**src/rtl/pfx_pkg.sv**
```systemverilog
// Shared constants and types for the level-1 data prefetch engine.
// Assumes a byte address split into cache-line number and line offset.
package pfx_pkg;

   // ----------------------------------------
   // Address and line geometry
   // ----------------------------------------
   localparam int ADDR_W   = 48;               // Byte address width
   localparam int LINE_OFS = 6;                // Offset bits inside a line
   localparam int LINE_W   = ADDR_W - LINE_OFS; // Line number width

   // ----------------------------------------
   // Miss tracking and stream defaults
   // ----------------------------------------
   localparam int MQ_DEPTH = 8;                // Outstanding misses, prefetches included
   localparam int SLOT_W   = 3;                // Index width of a miss slot
   localparam int NSTREAM  = 4;                // Hardware streams tracked at once
   localparam int INIT_PF  = 3;                // Prefetches issued when a stream forms
   localparam int MAX_DIST = 8;                // Ceiling of the fetch-ahead distance
   localparam int CNT_W    = 4;                // Width of credit and distance counters

   // ----------------------------------------
   // Request kinds from the load/store pipe
   // ----------------------------------------
   typedef enum logic [2:0] {
      PFX_DEMAND_LOAD             = 3'h0,
      PFX_DEMAND_STORE            = 3'h1,
      PFX_LOAD_PREFETCH_LEVEL0_OP = 3'h2,
      PFX_LOAD_PREFETCH_LEVEL1_OP = 3'h3,
      PFX_LOAD_PREFETCH_LEVEL2_OP = 3'h4,
      PFX_STORE_PREFETCH_OP       = 3'h5,
      PFX_NONTEMPORAL_PREFETCH_OP = 3'h6
   } pfx_kind_e;

endpackage

```
**src/rtl/pfx_stream_table.sv**
```systemverilog
// Unit-stride stream tracker of the hardware prefetcher.
// Assumes one access per cycle and a requester that accepts prefetches
// through a valid/ready pair.
`timescale 1ns/10ps
module pfx_stream_table #(
   parameter int NSTREAM  = pfx_pkg::NSTREAM,
   parameter int INIT_PF  = pfx_pkg::INIT_PF,
   parameter int MAX_DIST = pfx_pkg::MAX_DIST
) (
   input  wire logic                        i_sys_clk,
   input  wire logic                        i_resetn,
   input  wire logic                        i_acc_valid,
   input  wire logic                        i_acc_train,
   input  wire logic                        i_acc_nt,
   input  wire logic [pfx_pkg::LINE_W-1:0]  i_acc_line,
   output logic                             o_pf_valid,
   output logic      [pfx_pkg::LINE_W-1:0]  o_pf_line,
   output logic                             o_pf_nt,
   input  wire logic                        i_pf_ready
);
   import pfx_pkg::*;

   localparam logic [CNT_W-1:0] INIT_CNT = CNT_W'(INIT_PF);
   localparam logic [CNT_W-1:0] MAX_CNT  = CNT_W'(MAX_DIST);
   localparam logic [CNT_W-1:0] ONE_CNT  = CNT_W'(1);
   localparam int               SEL_W    = (NSTREAM > 1) ? $clog2(NSTREAM) : 1;

   // ----------------------------------------
   // Stream state
   // ----------------------------------------
   logic [NSTREAM-1:0] vld_r, vld_nxt, nt_r, nt_nxt;
   logic [LINE_W-1:0]  last_r [NSTREAM];
   logic [LINE_W-1:0]  last_nxt [NSTREAM];
   logic [LINE_W-1:0]  next_r [NSTREAM];
   logic [LINE_W-1:0]  next_nxt [NSTREAM];
   logic [CNT_W-1:0]   cred_r [NSTREAM];
   logic [CNT_W-1:0]   cred_nxt [NSTREAM];
   logic [CNT_W-1:0]   dist_r [NSTREAM];
   logic [CNT_W-1:0]   dist_nxt [NSTREAM];
   logic [LINE_W-1:0]  cand_r, cand_nxt;
   logic               cand_vld_r, cand_vld_nxt;
   logic [SEL_W-1:0]   rr_r, rr_nxt;
   logic [NSTREAM-1:0] hit_v, catch_v;
   logic               any_hit, alloc_fire, sel_vld;
   logic [SEL_W-1:0]   sel, victim;

   // Per-stream match of the next sequential line, and catch-up test
   for (genvar s = 0; s < NSTREAM; s++) begin : g_match
      logic [LINE_W-1:0] ahead;
      assign hit_v[s]   = vld_r[s] && (i_acc_line == last_r[s] + LINE_W'(1));
      assign ahead      = next_r[s] - i_acc_line;
      assign catch_v[s] = hit_v[s] && (ahead <= LINE_W'(1)); // Demand reached frontier
   end

   assign any_hit    = i_acc_valid && (|hit_v);
   // Two consecutive line misses open a stream
   assign alloc_fire = i_acc_valid && i_acc_train && !(|hit_v) && cand_vld_r &&
                       (i_acc_line == cand_r + LINE_W'(1));

   // Lowest stream with credit issues; replacement takes a free slot first,
   // otherwise round robin, which keeps a thrashing pattern from pinning one slot.
   always_comb begin
      sel     = '0;
      sel_vld = 1'b0;
      victim  = rr_r;
      for (int s = NSTREAM - 1; s >= 0; s--) begin
         if (vld_r[s] && (cred_r[s] != '0)) begin
            sel     = SEL_W'(s);
            sel_vld = 1'b1;
         end
         if (!vld_r[s]) begin
            victim = SEL_W'(s);
         end
      end
   end

   assign o_pf_valid = sel_vld;
   assign o_pf_line  = next_r[sel];
   assign o_pf_nt    = nt_r[sel];

   // Next stream state: issue, propagate, adapt, allocate
   always_comb begin
      vld_nxt      = vld_r;
      nt_nxt       = nt_r;
      cand_nxt     = cand_r;
      cand_vld_nxt = cand_vld_r;
      rr_nxt       = rr_r;
      for (int s = 0; s < NSTREAM; s++) begin
         last_nxt[s] = last_r[s];
         next_nxt[s] = next_r[s];
         cred_nxt[s] = cred_r[s];
         dist_nxt[s] = dist_r[s];
         if (sel_vld && i_pf_ready && (sel == SEL_W'(s))) begin
            next_nxt[s] = next_r[s] + LINE_W'(1);
            cred_nxt[s] = cred_r[s] - ONE_CNT;
         end
         // Any hit or miss on the next line extends the stream
         if (i_acc_valid && hit_v[s]) begin
            last_nxt[s] = i_acc_line;
            if (cred_nxt[s] < MAX_CNT) begin
               cred_nxt[s] = cred_nxt[s] + ONE_CNT;
            end
            // Caught up: widen the distance by one extra line, capped
            if (catch_v[s] && (dist_r[s] < MAX_CNT)) begin
               dist_nxt[s] = dist_r[s] + ONE_CNT;
               if (cred_nxt[s] < MAX_CNT) begin
                  cred_nxt[s] = cred_nxt[s] + ONE_CNT;
               end
            end
         end
      end
      if (i_acc_valid && i_acc_train && !(|hit_v)) begin
         cand_nxt     = i_acc_line;
         cand_vld_nxt = !alloc_fire;
      end
      if (alloc_fire) begin
         vld_nxt[victim]  = 1'b1;
         nt_nxt[victim]   = i_acc_nt;
         last_nxt[victim] = i_acc_line;
         next_nxt[victim] = i_acc_line + LINE_W'(1);
         cred_nxt[victim] = INIT_CNT;
         dist_nxt[victim] = INIT_CNT;
         rr_nxt           = (rr_r == SEL_W'(NSTREAM - 1)) ? '0 : rr_r + SEL_W'(1);
      end
   end

   // Stream registers
   always_ff @(posedge i_sys_clk or negedge i_resetn) begin
      if (!i_resetn) begin
         vld_r      <= '0;
         nt_r       <= '0;
         cand_r     <= '0;
         cand_vld_r <= 1'b0;
         rr_r       <= '0;
         for (int s = 0; s < NSTREAM; s++) begin
            last_r[s] <= '0;
            next_r[s] <= '0;
            cred_r[s] <= '0;
            dist_r[s] <= '0;
         end
      end else begin
         vld_r      <= vld_nxt;
         nt_r       <= nt_nxt;
         cand_r     <= cand_nxt;
         cand_vld_r <= cand_vld_nxt;
         rr_r       <= rr_nxt;
         last_r     <= last_nxt;
         next_r     <= next_nxt;
         cred_r     <= cred_nxt;
         dist_r     <= dist_nxt;
      end
   end

   for (genvar s = 0; s < NSTREAM; s++) begin : g_chk

   end
endmodule

```
**src/rtl/pfx_prefetch_engine.sv**
```systemverilog
// Level-1 data prefetch engine: miss slots, software prefetch handling,
// fill disposition and the hardware stream prefetcher.
// Assumes the level-2 side accepts every read pulse and answers each slot
// with exactly one fill.
//
// Summary of operation
// - Every prefetch reads the whole containing line.
// - Load prefetch fills L1, later evicts to L2.
// - Store prefetch fills modified, evicts to L2.
// - Nontemporal miss from memory never evicts to L2.
// - Nontemporal L2 hit evicts back to L2.
// - Emulation and task-switched bits change nothing.
// - Prefetch fills never write an architectural register.
// - Train on misses, propagate on every access.
// - Two consecutive line misses start a stream.
// - Initial burst, then one prefetch per access.
// - Unit-stride accesses keep extending their stream.
// - Catch-up widens distance up to the ceiling.
// - Pending credit and distance counters drive adaptation.
// - Software prefetches of every kind train.
// - Eight outstanding misses; further misses stall, hits still proceed.
// - Streams trained by nontemporal prefetches stay nontemporal.
`timescale 1ns/10ps
module pfx_prefetch_engine #(
   parameter int NSTREAM  = pfx_pkg::NSTREAM,
   parameter int INIT_PF  = pfx_pkg::INIT_PF,
   parameter int MAX_DIST = pfx_pkg::MAX_DIST
) (
   input  wire logic                        i_sys_clk,
   input  wire logic                        i_resetn,
   input  wire logic                        i_req_valid,
   input  wire logic [pfx_pkg::ADDR_W-1:0]  i_req_addr,
   input  wire pfx_pkg::pfx_kind_e          i_req_kind,
   input  wire logic                        i_req_l1_hit,
   input  wire logic                        i_emulation_control_bit,
   input  wire logic                        i_task_switched_control_bit,
   output logic                             o_req_ready,
   output logic                             o_rd_valid,
   output logic      [pfx_pkg::ADDR_W-1:0]  o_rd_addr,
   output logic      [pfx_pkg::SLOT_W-1:0]  o_rd_slot,
   output logic                             o_rd_modified,
   output logic                             o_rd_nontemporal,
   output logic                             o_rd_hw_pf,
   input  wire logic                        i_fill_valid,
   input  wire logic [pfx_pkg::SLOT_W-1:0]  i_fill_slot,
   input  wire logic                        i_fill_l2_hit,
   output logic                             o_fill_valid,
   output logic      [pfx_pkg::ADDR_W-1:0]  o_fill_addr,
   output logic                             o_fill_modified,
   output logic                             o_fill_evict_to_l2,
   output logic                             o_fill_reg_wb,
   output logic      [pfx_pkg::SLOT_W:0]    o_pending_count
);
   import pfx_pkg::*;

   localparam logic [LINE_OFS-1:0] LINE_ZERO = '0;

   // ----------------------------------------
   // Request decode
   // ----------------------------------------
   function automatic logic is_sw_pf(input pfx_kind_e k);
      is_sw_pf = (k != PFX_DEMAND_LOAD) && (k != PFX_DEMAND_STORE);
   endfunction

   function automatic logic is_store(input pfx_kind_e k);
      is_store = (k == PFX_DEMAND_STORE) || (k == PFX_STORE_PREFETCH_OP);
   endfunction

   logic [LINE_W-1:0]   req_line;
   logic                core_miss, core_alloc, acc_valid, acc_train, req_nt;
   logic                pf_valid, pf_ready, pf_nt, mq_full;
   logic [LINE_W-1:0]   pf_line;
   logic [SLOT_W-1:0]   free_slot;
   logic [SLOT_W:0]     pend_cnt;

   // Line number only; the byte offset is dropped so the read covers the line
   assign req_line   = i_req_addr[ADDR_W-1:LINE_OFS];
   // Control-register bits are deliberately not part of any decode
   assign core_miss  = i_req_valid && !i_req_l1_hit;
   assign core_alloc = core_miss && !mq_full;
   assign req_nt     = (i_req_kind == PFX_NONTEMPORAL_PREFETCH_OP);
   // Hits need no slot, so they never wait behind a full miss queue
   assign o_req_ready = i_req_l1_hit || !mq_full;
   assign acc_valid  = i_req_valid && o_req_ready;
   assign acc_train  = acc_valid && (!i_req_l1_hit || is_sw_pf(i_req_kind));
   // Demand misses win the slot; hardware prefetches fill idle slots only
   assign pf_ready   = !mq_full && !core_alloc;

   // ----------------------------------------
   // Hardware stream prefetcher
   // ----------------------------------------
   pfx_stream_table #(
      .NSTREAM  (NSTREAM),
      .INIT_PF  (INIT_PF),
      .MAX_DIST (MAX_DIST)
   ) u_streams (
      .i_sys_clk   (i_sys_clk),
      .i_resetn    (i_resetn),
      .i_acc_valid (acc_valid),
      .i_acc_train (acc_train),
      .i_acc_nt    (req_nt),
      .i_acc_line  (req_line),
      .o_pf_valid  (pf_valid),
      .o_pf_line   (pf_line),
      .o_pf_nt     (pf_nt),
      .i_pf_ready  (pf_ready)
   );

   // ----------------------------------------
   // Outstanding miss slots
   // ----------------------------------------
   logic [MQ_DEPTH-1:0] ent_vld_r, ent_vld_nxt;
   logic [MQ_DEPTH-1:0] ent_mod_r, ent_mod_nxt;
   logic [MQ_DEPTH-1:0] ent_nt_r, ent_nt_nxt;
   logic [MQ_DEPTH-1:0] ent_pf_r, ent_pf_nxt;
   logic [MQ_DEPTH-1:0] ent_hw_r, ent_hw_nxt;
   logic [LINE_W-1:0]   ent_line_r [MQ_DEPTH];
   logic [LINE_W-1:0]   ent_line_nxt [MQ_DEPTH];

   // Lowest free slot, full flag and pending count
   always_comb begin
      free_slot = '0;
      pend_cnt  = '0;
      for (int i = MQ_DEPTH - 1; i >= 0; i--) begin
         if (!ent_vld_r[i]) begin
            free_slot = SLOT_W'(i);
         end
         pend_cnt = pend_cnt + (SLOT_W + 1)'(ent_vld_r[i]);
      end
      mq_full = (pend_cnt == (SLOT_W + 1)'(MQ_DEPTH));
   end

   logic              rd_valid_nxt, rd_mod_nxt, rd_nt_nxt, rd_hw_nxt;
   logic [LINE_W-1:0] rd_line_nxt;

   // Slot allocation on a read, release on its fill
   always_comb begin
      ent_vld_nxt  = ent_vld_r;
      ent_mod_nxt  = ent_mod_r;
      ent_nt_nxt   = ent_nt_r;
      ent_pf_nxt   = ent_pf_r;
      ent_hw_nxt   = ent_hw_r;
      ent_line_nxt = ent_line_r;
      rd_valid_nxt = 1'b0;
      rd_line_nxt  = req_line;
      rd_mod_nxt   = 1'b0;
      rd_nt_nxt    = 1'b0;
      rd_hw_nxt    = 1'b0;
      if (i_fill_valid) begin
         ent_vld_nxt[i_fill_slot] = 1'b0;
      end
      if (core_alloc) begin
         rd_valid_nxt = 1'b1;
         rd_mod_nxt   = is_store(i_req_kind);
         rd_nt_nxt    = req_nt;
         ent_pf_nxt[free_slot] = is_sw_pf(i_req_kind);
      end else if (pf_valid && pf_ready) begin
         rd_valid_nxt = 1'b1;
         rd_line_nxt  = pf_line;
         rd_nt_nxt    = pf_nt;
         rd_hw_nxt    = 1'b1;
         ent_pf_nxt[free_slot] = 1'b1;
      end
      if (rd_valid_nxt) begin
         ent_vld_nxt[free_slot]  = 1'b1;
         ent_mod_nxt[free_slot]  = rd_mod_nxt;
         ent_nt_nxt[free_slot]   = rd_nt_nxt;
         ent_hw_nxt[free_slot]   = rd_hw_nxt;
         ent_line_nxt[free_slot] = rd_line_nxt;
      end
   end

   // Fill disposition: only a nontemporal line served from memory skips L2
   logic              fl_valid_nxt, fl_mod_nxt, fl_evict_nxt, fl_wb_nxt;
   logic [LINE_W-1:0] fl_line_nxt;

   always_comb begin
      fl_valid_nxt = i_fill_valid;
      fl_line_nxt  = ent_line_r[i_fill_slot];
      fl_mod_nxt   = ent_mod_r[i_fill_slot];
      // Load, store and L2-hit nontemporal lines go back to L2 on eviction
      fl_evict_nxt = !(ent_nt_r[i_fill_slot] && !i_fill_l2_hit);
      // Prefetch fills touch the cache only, never a destination register
      fl_wb_nxt    = i_fill_valid && !ent_pf_r[i_fill_slot];
   end

   // Slot and output registers
   always_ff @(posedge i_sys_clk or negedge i_resetn) begin
      if (!i_resetn) begin
         ent_vld_r          <= '0;
         ent_mod_r          <= '0;
         ent_nt_r           <= '0;
         ent_pf_r           <= '0;
         ent_hw_r           <= '0;
         for (int i = 0; i < MQ_DEPTH; i++) begin
            ent_line_r[i] <= '0;
         end
         o_rd_valid         <= 1'b0;
         o_rd_addr          <= '0;
         o_rd_slot          <= '0;
         o_rd_modified      <= 1'b0;
         o_rd_nontemporal   <= 1'b0;
         o_rd_hw_pf         <= 1'b0;
         o_fill_valid       <= 1'b0;
         o_fill_addr        <= '0;
         o_fill_modified    <= 1'b0;
         o_fill_evict_to_l2 <= 1'b0;
         o_fill_reg_wb      <= 1'b0;
         o_pending_count    <= '0;
      end else begin
         ent_vld_r          <= ent_vld_nxt;
         ent_mod_r          <= ent_mod_nxt;
         ent_nt_r           <= ent_nt_nxt;
         ent_pf_r           <= ent_pf_nxt;
         ent_hw_r           <= ent_hw_nxt;
         ent_line_r         <= ent_line_nxt;
         o_rd_valid         <= rd_valid_nxt;
         o_rd_addr          <= {rd_line_nxt, LINE_ZERO};
         o_rd_slot          <= free_slot;
         o_rd_modified      <= rd_mod_nxt;
         o_rd_nontemporal   <= rd_nt_nxt;
         o_rd_hw_pf         <= rd_hw_nxt;
         o_fill_valid       <= fl_valid_nxt;
         o_fill_addr        <= {fl_line_nxt, LINE_ZERO};
         o_fill_modified    <= fl_mod_nxt;
         o_fill_evict_to_l2 <= fl_evict_nxt;
         o_fill_reg_wb      <= fl_wb_nxt;
         o_pending_count    <= pend_cnt;
      end
   end
endmodule

```
**config.mk**
```make
export PLATFORM = sky130hd
export DESIGN_NAME = pfx_prefetch_engine
export DESIGN_NICKNAME = d
export VERILOG_FILES = /design/src/rtl/pfx_pkg.sv /design/src/rtl/pfx_stream_table.sv /design/src/rtl/pfx_prefetch_engine.sv
export SDC_FILE = /design/constraint.sdc
export NUM_CORES = 2
export LEC_CHECK = 0
export BUFFER_PORTS_ARGS = -buffer_cell sky130_fd_sc_hd__buf_2
export CORE_MARGIN = 8
export CORE_UTILIZATION = 40
export DETAILED_ROUTE_END_ITERATION = 16
export GPL_TIMING_DRIVEN = 0
export PLACE_DENSITY_LB_ADDON = 0.3
export SLEW_MARGIN = 5
export SYNTH_ARGS = -nofsm -noshare
export SYNTH_HDL_FRONTEND = slang
export SYNTH_SLANG_ARGS = --single-unit
```
**constraint.sdc**
```tcl
create_clock -name i_sys_clk -period 9.7 [get_ports i_sys_clk]
set_input_delay 1.94 -clock i_sys_clk [delete_from_list [all_inputs] [get_ports i_sys_clk]]
set_output_delay 1.94 -clock i_sys_clk [all_outputs]
set_load 0.01 [all_outputs]
```
; ---- After elaboration in Yosys (flattened, before gate mapping)
; Cells that the tools add are included.
[classes]
n_eq_ne = 14
n_addsub = 38
reduce_logical = 61
muxes = 110
magnitude_cmp = 29
bitwise = 14
[op_table]
columns = cell, count
row1 = 2-to-1 mux 42 bit, 16
row2 = "adder 42 x 1 -> 42 bit, second input constant", 10
row3 = bitwise mux 168 bit, 2
row4 = bitwise mux 336 bit, 1
row5 = 2-to-1 mux 168 bit, 2
row6 = == test 42 bit, 5
row7 = "<= comparator 42 x 1 -> 1 bit, second input constant", 4
row8 = subtractor 42 bit, 4
row9 = 2-to-1 mux 4 bit, 33
row10 = binary-select mux 42 bit (select 3 bit), 1
row11 = demux 42 bit (select 3 bit), 1
row12 = binary-select mux 42 bit (select 2 bit), 1
row13 = demux 42 bit (select 2 bit), 1
row14 = "adder 4 x 1 -> 4 bit, second input constant", 12
row15 = "< comparator 4 bit, second input constant", 12
row16 = logical AND 1 bit, 42
row17 = 2-to-1 mux 16 bit, 2
row18 = 2-to-1 mux 8 bit, 4
row19 = OR 8 bit, 4
row20 = AND 8 bit, 3
row21 = bitwise mux 8 bit, 3
row22 = 2-to-1 mux 3 bit, 8
row23 = 2-to-1 mux 2 bit, 9
row24 = 2-to-1 mux 1 bit, 17
row25 = 37 further kinds, 69
[word_totals]
input_bits = 62
register_bits = 888

; ---- Logic depth before layout (Yosys ltp)
[logic_depth]
word_depth = 24
depth_mapped = 26
depth_no_buf = 25

; ---- Hierarchy
; Synthesis repeated with hierarchy kept, for this count alone.
[unflattened]
hier_cells = 6314
hier_area_um2 = 61084.8
[by_module_without_submodules]
columns = module, area_per_inst_um2, seq_area_each_um2, instances, cells_each
row1 = pfx_stream_table, 41106.9, 10535.1, 1, 5139
row2 = pfx_prefetch_engine, 19977.9, 11686.2, 1, 1175

; ---- Worst setup path before layout
; No wires, ideal clock.
[synth_timing]
path_type = input-to-reg
from = in i_req_addr[22] (netlist name)
to = reg u_streams.cred_r[10] (netlist name)
stages = 20
slack_ns = 3.401
arrival_time_ns = 6.174
setup_ns = 0.125
path_buffers = 4
t_required_ns = 9.575
path_cell_list = clkbuf_1 -> clkbuf_1 -> inv_1 -> ha_1 -> clkbuf_1 -> nand4_1 -> nor3_1 -> a211oi_1 -> o21ba_1 -> and2_1 -> clkbuf_1 -> o311ai_0 -> o41ai_1 -> or4_4 -> nor4_4 -> nand3_2 -> nor2_2 -> xor2_1 -> nand2_1 -> mux2_4
[synth_rtl]
columns = item, line_no
row1 = "start, declared", pfx_prefetch_engine.sv:32  ; input wire logic [pfx_pkg::ADDR_W-1:0] i_req_addr,
row2 = "end signal, assigned", pfx_stream_table.sv:149  ; cred_r <= cred_nxt;
row3 = "end, declared", pfx_stream_table.sv:36  ; logic [CNT_W-1:0] cred_r [NSTREAM];

==> flow_summary.yaml <==
routing:
  vias: 55277
  vias_per_cell: 6.18
  antenna_left: 0
  wl_mm: 240
  dr.pass1.iters: 9
  drcViolationCount: 0
  dr.first_iter.drc_count: 6380
  avgRoutedWirePerCell_um: 26.9
clock_network:
  h-tree-depth: 3
  cts_buffers: 99
  clkSlewWorstSetupHoldPaths_ns: 0.06
  post_cts_buffers: 0
  root_buffer: "clkbuf_16"
  post_cts_resized: 0
  clock-sinks: 888
  cts_tree: "yes"
  ctsHoldBuffers: 0
  clkLatencyLatePin_ns: 0.76
  clock_path_buffers: 3
logic_synthesis:
  synthArstFlopShare_pct: 100
  syn-cell-area_um2: 58400
  syn_area_per_cell_um2: 8.75
  synth_edf_count: 0
  ys_seq_area_share_pct: 38.0
  netlist_instances: 6673
  yosysUniqueCellTypes: 105
  synth_flop_cell: "dfrtp_1"
  synth-warning-count: 0
  ys_ff_latch: 888
critical_path:
  crit_end: "u_streams.last_r[36]"
  ff2ff_setup_slack_ns: 0.68
  arrival_ns: 9.62
  cp-startpoint: "ent_vld_r[0]"
  timing.rr.end: "u_streams.last_r[36]"
  required_ns: 10.30
  path_max_fanout: 10
  end_kind: "register"
  r2r_cells: 22
  criticalPathCategory: "reg2reg"
  reg2reg_from: "ent_vld_r[0]"
  crit_path_start_kind: "register"
die:
  core_um2: 145000
  row_count: 140
  ios: 174
  die_h_um: 398
  start_util_pct: 40.2
  chipWidth_um: 398
  die-area_um2: 159000
run_status:
  status: "finished with violations"
  violations: "max-capacitance violations, max-slew violations"
timing:
  max_freq_mhz: 111
  tns_ns: 0
  hold_viol: 0
  worstMarginPinSlew_ns: 1.56
  maxSlewViolCount: 23
  period_share_pct: 93.0
  rsz0062_at_grt: "no"
  skew_ns: 0.0564
  slew-limit-headroom_pct: -3.69
  layout_min_cycle_time_ns: 9.02
  setup_viol: 0
placed_design:
  dpl.cell_count: 8752
  gp_congestion: 1.03
  placed_area_um2: 61900
  port_buffers: 137
  place_hpwl_mm: 181
final_layout:
  fin_nets: 7198
  n_fill_cell: 14350
  multi_input_area_um2: 33900
  seqCellArea_um2: 22200
  fin_area_um2: 65500
  final_cell_count_no_fill: 8947
  area_growth_pct: 12.1
  drive_above_1_share_pct: 8.69
power_and_ir_drop:
  swShare_pct: 39.8
  intPower_uw: 8320
  powerDensity_nw_per_um2: 211
  pwr-share-seq_pct: 36.4
  leakage_uw: 0.0288
  vdd_drop_max_mv: 0.203
  power.switching_uw: 5510
  power_frac_clock_pct: 29.2
  pwr-share-comb_pct: 34.3
global_route:
  grt_max_degree: 119
  grt_pass1_vias: 52273
  antenna_found_initial: 12
  grt_pass1_wl_mm: 352
  grt-ovfl-total: 0
  grt_usage_pct: 29.5
hold_path:
  hold_path_class: "reg2reg"
  holdPathStages: 2
flow_run:
  maxCapViolCount: 2
## state kept, by name (all words and copies together), names as in the netlist, 2 cells and up
name              flops
o_rd_slot             3
ent_vld_r             8
u_streams.dist_r     16
ent_mod_r             8
u_streams.next_r    168
u_streams.cand_r     42
o_pending_count       4
o_rd_addr            42
ent_nt_r              8
u_streams.vld_r       4
ent_pf_r              8
u_streams.rr_r        2
u_streams.cred_r     16
o_fill_addr          42
u_streams.last_r    168
ent_line_r          336
u_streams.nt_r        4
## cell usage in the layout (no fill, tap or decap), types with 54 or more instances in the layout
cell type / n
mux2_2: 58
xor2_1: 194
mux4_2: 90
o21ai_1: 55
nand2_1: 909
clkbuf_1: 292
nand4_1: 174
o21ai_0: 564
a21oi_1: 500
dfrtp_1: 888
inv_1: 210
nand3_1: 251
mux2_1: 118
nor3_1: 123
nor4_1: 54
nor2_1: 472
and3_1: 113
ha_1: 191
xnor2_1: 385
a21o_1: 67
clkbuf_16: 99
mux2i_1: 56
a31oi_1: 58
buf_2: 168
## metrics by stage
stage	hold WS, ns	setup slack [ns]	utilization, %	total power [µW]
CTS	0.479	0.826	45.0	13800
floorplan	0.439	3.40	-	7700
global route	0.492	0.492	45.0	14500
global placement	0.456	-12.57	42.3	9590
detailed placement	0.465	0.276	42.6	9770
finish	0.473	0.679	45.0	13800
## power by group through the flow
stage / combinational (µW) / sequential [µW] / clock, µW
5_1_grt: 5140 / 5140 / 4220
3_3_place_gp: 4520 / 5070 / 0
2_1_floorplan: 2680 / 5020 / 0
3_5_place_dp: 4670 / 5100 / 0
6_report: 4750 / 5040 / 4040
4_1_cts: 4700 / 5040 / 4080
## final cells by class
class	instances	share of cell area [%]
Inverter	219	1.26
Buffer	383	2.44
Antenna cell	12	0.0459
Tap cell	1917	3.66
Timing Repair Buffer	152	1.53
Multi-Input combinational cell	5194	51.8
Clock inverter	50	1.02
Clock buffer	132	4.31
Sequential cell	888	33.9
## cell families (layout without fill, tap and decap cells)
logic type	Yosys count	after routing	synth area share [%]
xor gates and xnor gates	579	579	8.68
AOI/OAI and AO/OA	1685	1685	17.3
DFF	888	888	38.0
muxes	323	323	7.85
adders and majority gates	199	199	4.36
buffers and inverters	602	936	4.11
other	1	24	0.00642
and+or+nand+nor	2396	2396	19.6
## critical path: stages (launching register included)
cell,delay (ns)
dfrtp_1,0.45
fa_1,0.56
inv_1,0.05
fa_1,0.49
fa_1,0.42
inv_1,0.07
ha_1,0.16
inv_1,0.06
fa_1,0.38
xnor2_1,0.20
nor3_1,0.07
nand2_1,0.55
or2_2,0.23
clkbuf_1,0.31
nand2_1,0.67
a21oi_1,0.58
and3_1,0.22
nand3_1,0.19
nor4_2,0.75
nand3_1,0.88
nand2_1,0.84
buf_4,0.37
mux2_1,0.35
## worst min path at each step
stage | endpoint | slack (ns) | from
4_1_cts | ent_line_r[189] | 0.48 | ent_line_r[189]
6_report | ent_line_r[189] | 0.47 | ent_line_r[189]
3_3_place_gp | ent_line_r[254] | 0.46 | ent_line_r[254]
2_1_floorplan | u_streams.nt_r[2] | 0.44 | u_streams.nt_r[2]
3_5_place_dp | ent_line_r[64] | 0.46 | ent_line_r[64]
5_1_grt | ent_line_r[70] | 0.49 | ent_line_r[70]
## Yosys cell counts, types with 30 or more instances
| cell type | number | share of area (%) |
|---|---|---|
| xnor2_1 | 385 | 5.8 |
| o21a_1 | 38 | 0.49 |
| clkbuf_1 | 294 | 1.9 |
| o21bai_1 | 31 | 0.40 |
| mux2_1 | 118 | 2.3 |
| xor2_1 | 194 | 2.9 |
| nor2_1 | 472 | 3.0 |
| a222oi_1 | 39 | 0.67 |
| dfrtp_1 | 888 | 38 |
| and2_1 | 41 | 0.44 |
| nor3_1 | 123 | 1.1 |
| a31oi_1 | 58 | 0.62 |
| inv_1 | 210 | 1.3 |
| buf_1 | 37 | 0.24 |
| o211ai_1 | 36 | 0.46 |
| a211oi_1 | 44 | 0.57 |
| mux2_2 | 58 | 1.1 |
| nand3_1 | 251 | 2.2 |
| nor2b_1 | 33 | 0.35 |
| ha_1 | 191 | 4.1 |
| buf_2 | 30 | 0.26 |
| and3_1 | 113 | 1.2 |
| mux2i_1 | 56 | 0.96 |
| mux4_2 | 90 | 3.5 |
| a21o_1 | 67 | 0.86 |
| nand2_1 | 909 | 5.8 |
| a21oi_1 | 502 | 4.3 |
| and4_1 | 35 | 0.52 |
| nor4_1 | 55 | 0.59 |
| o21ai_1 | 54 | 0.46 |
| o21ai_0 | 565 | 4.8 |
| nand4_1 | 174 | 1.9 |
## routing by layer
layer / GRT usage, % / up-vias / part of all wire [%]
met5: 0 / - / 0.012
met4: 17.8 / 4 / 7.1
met3: 6.24 / 627 / 10
met2: 44.2 / 2929 / 43
met1: 39.0 / 27189 / 40
li1: - / 24528 / -
(Power assumes the default switching activity.)
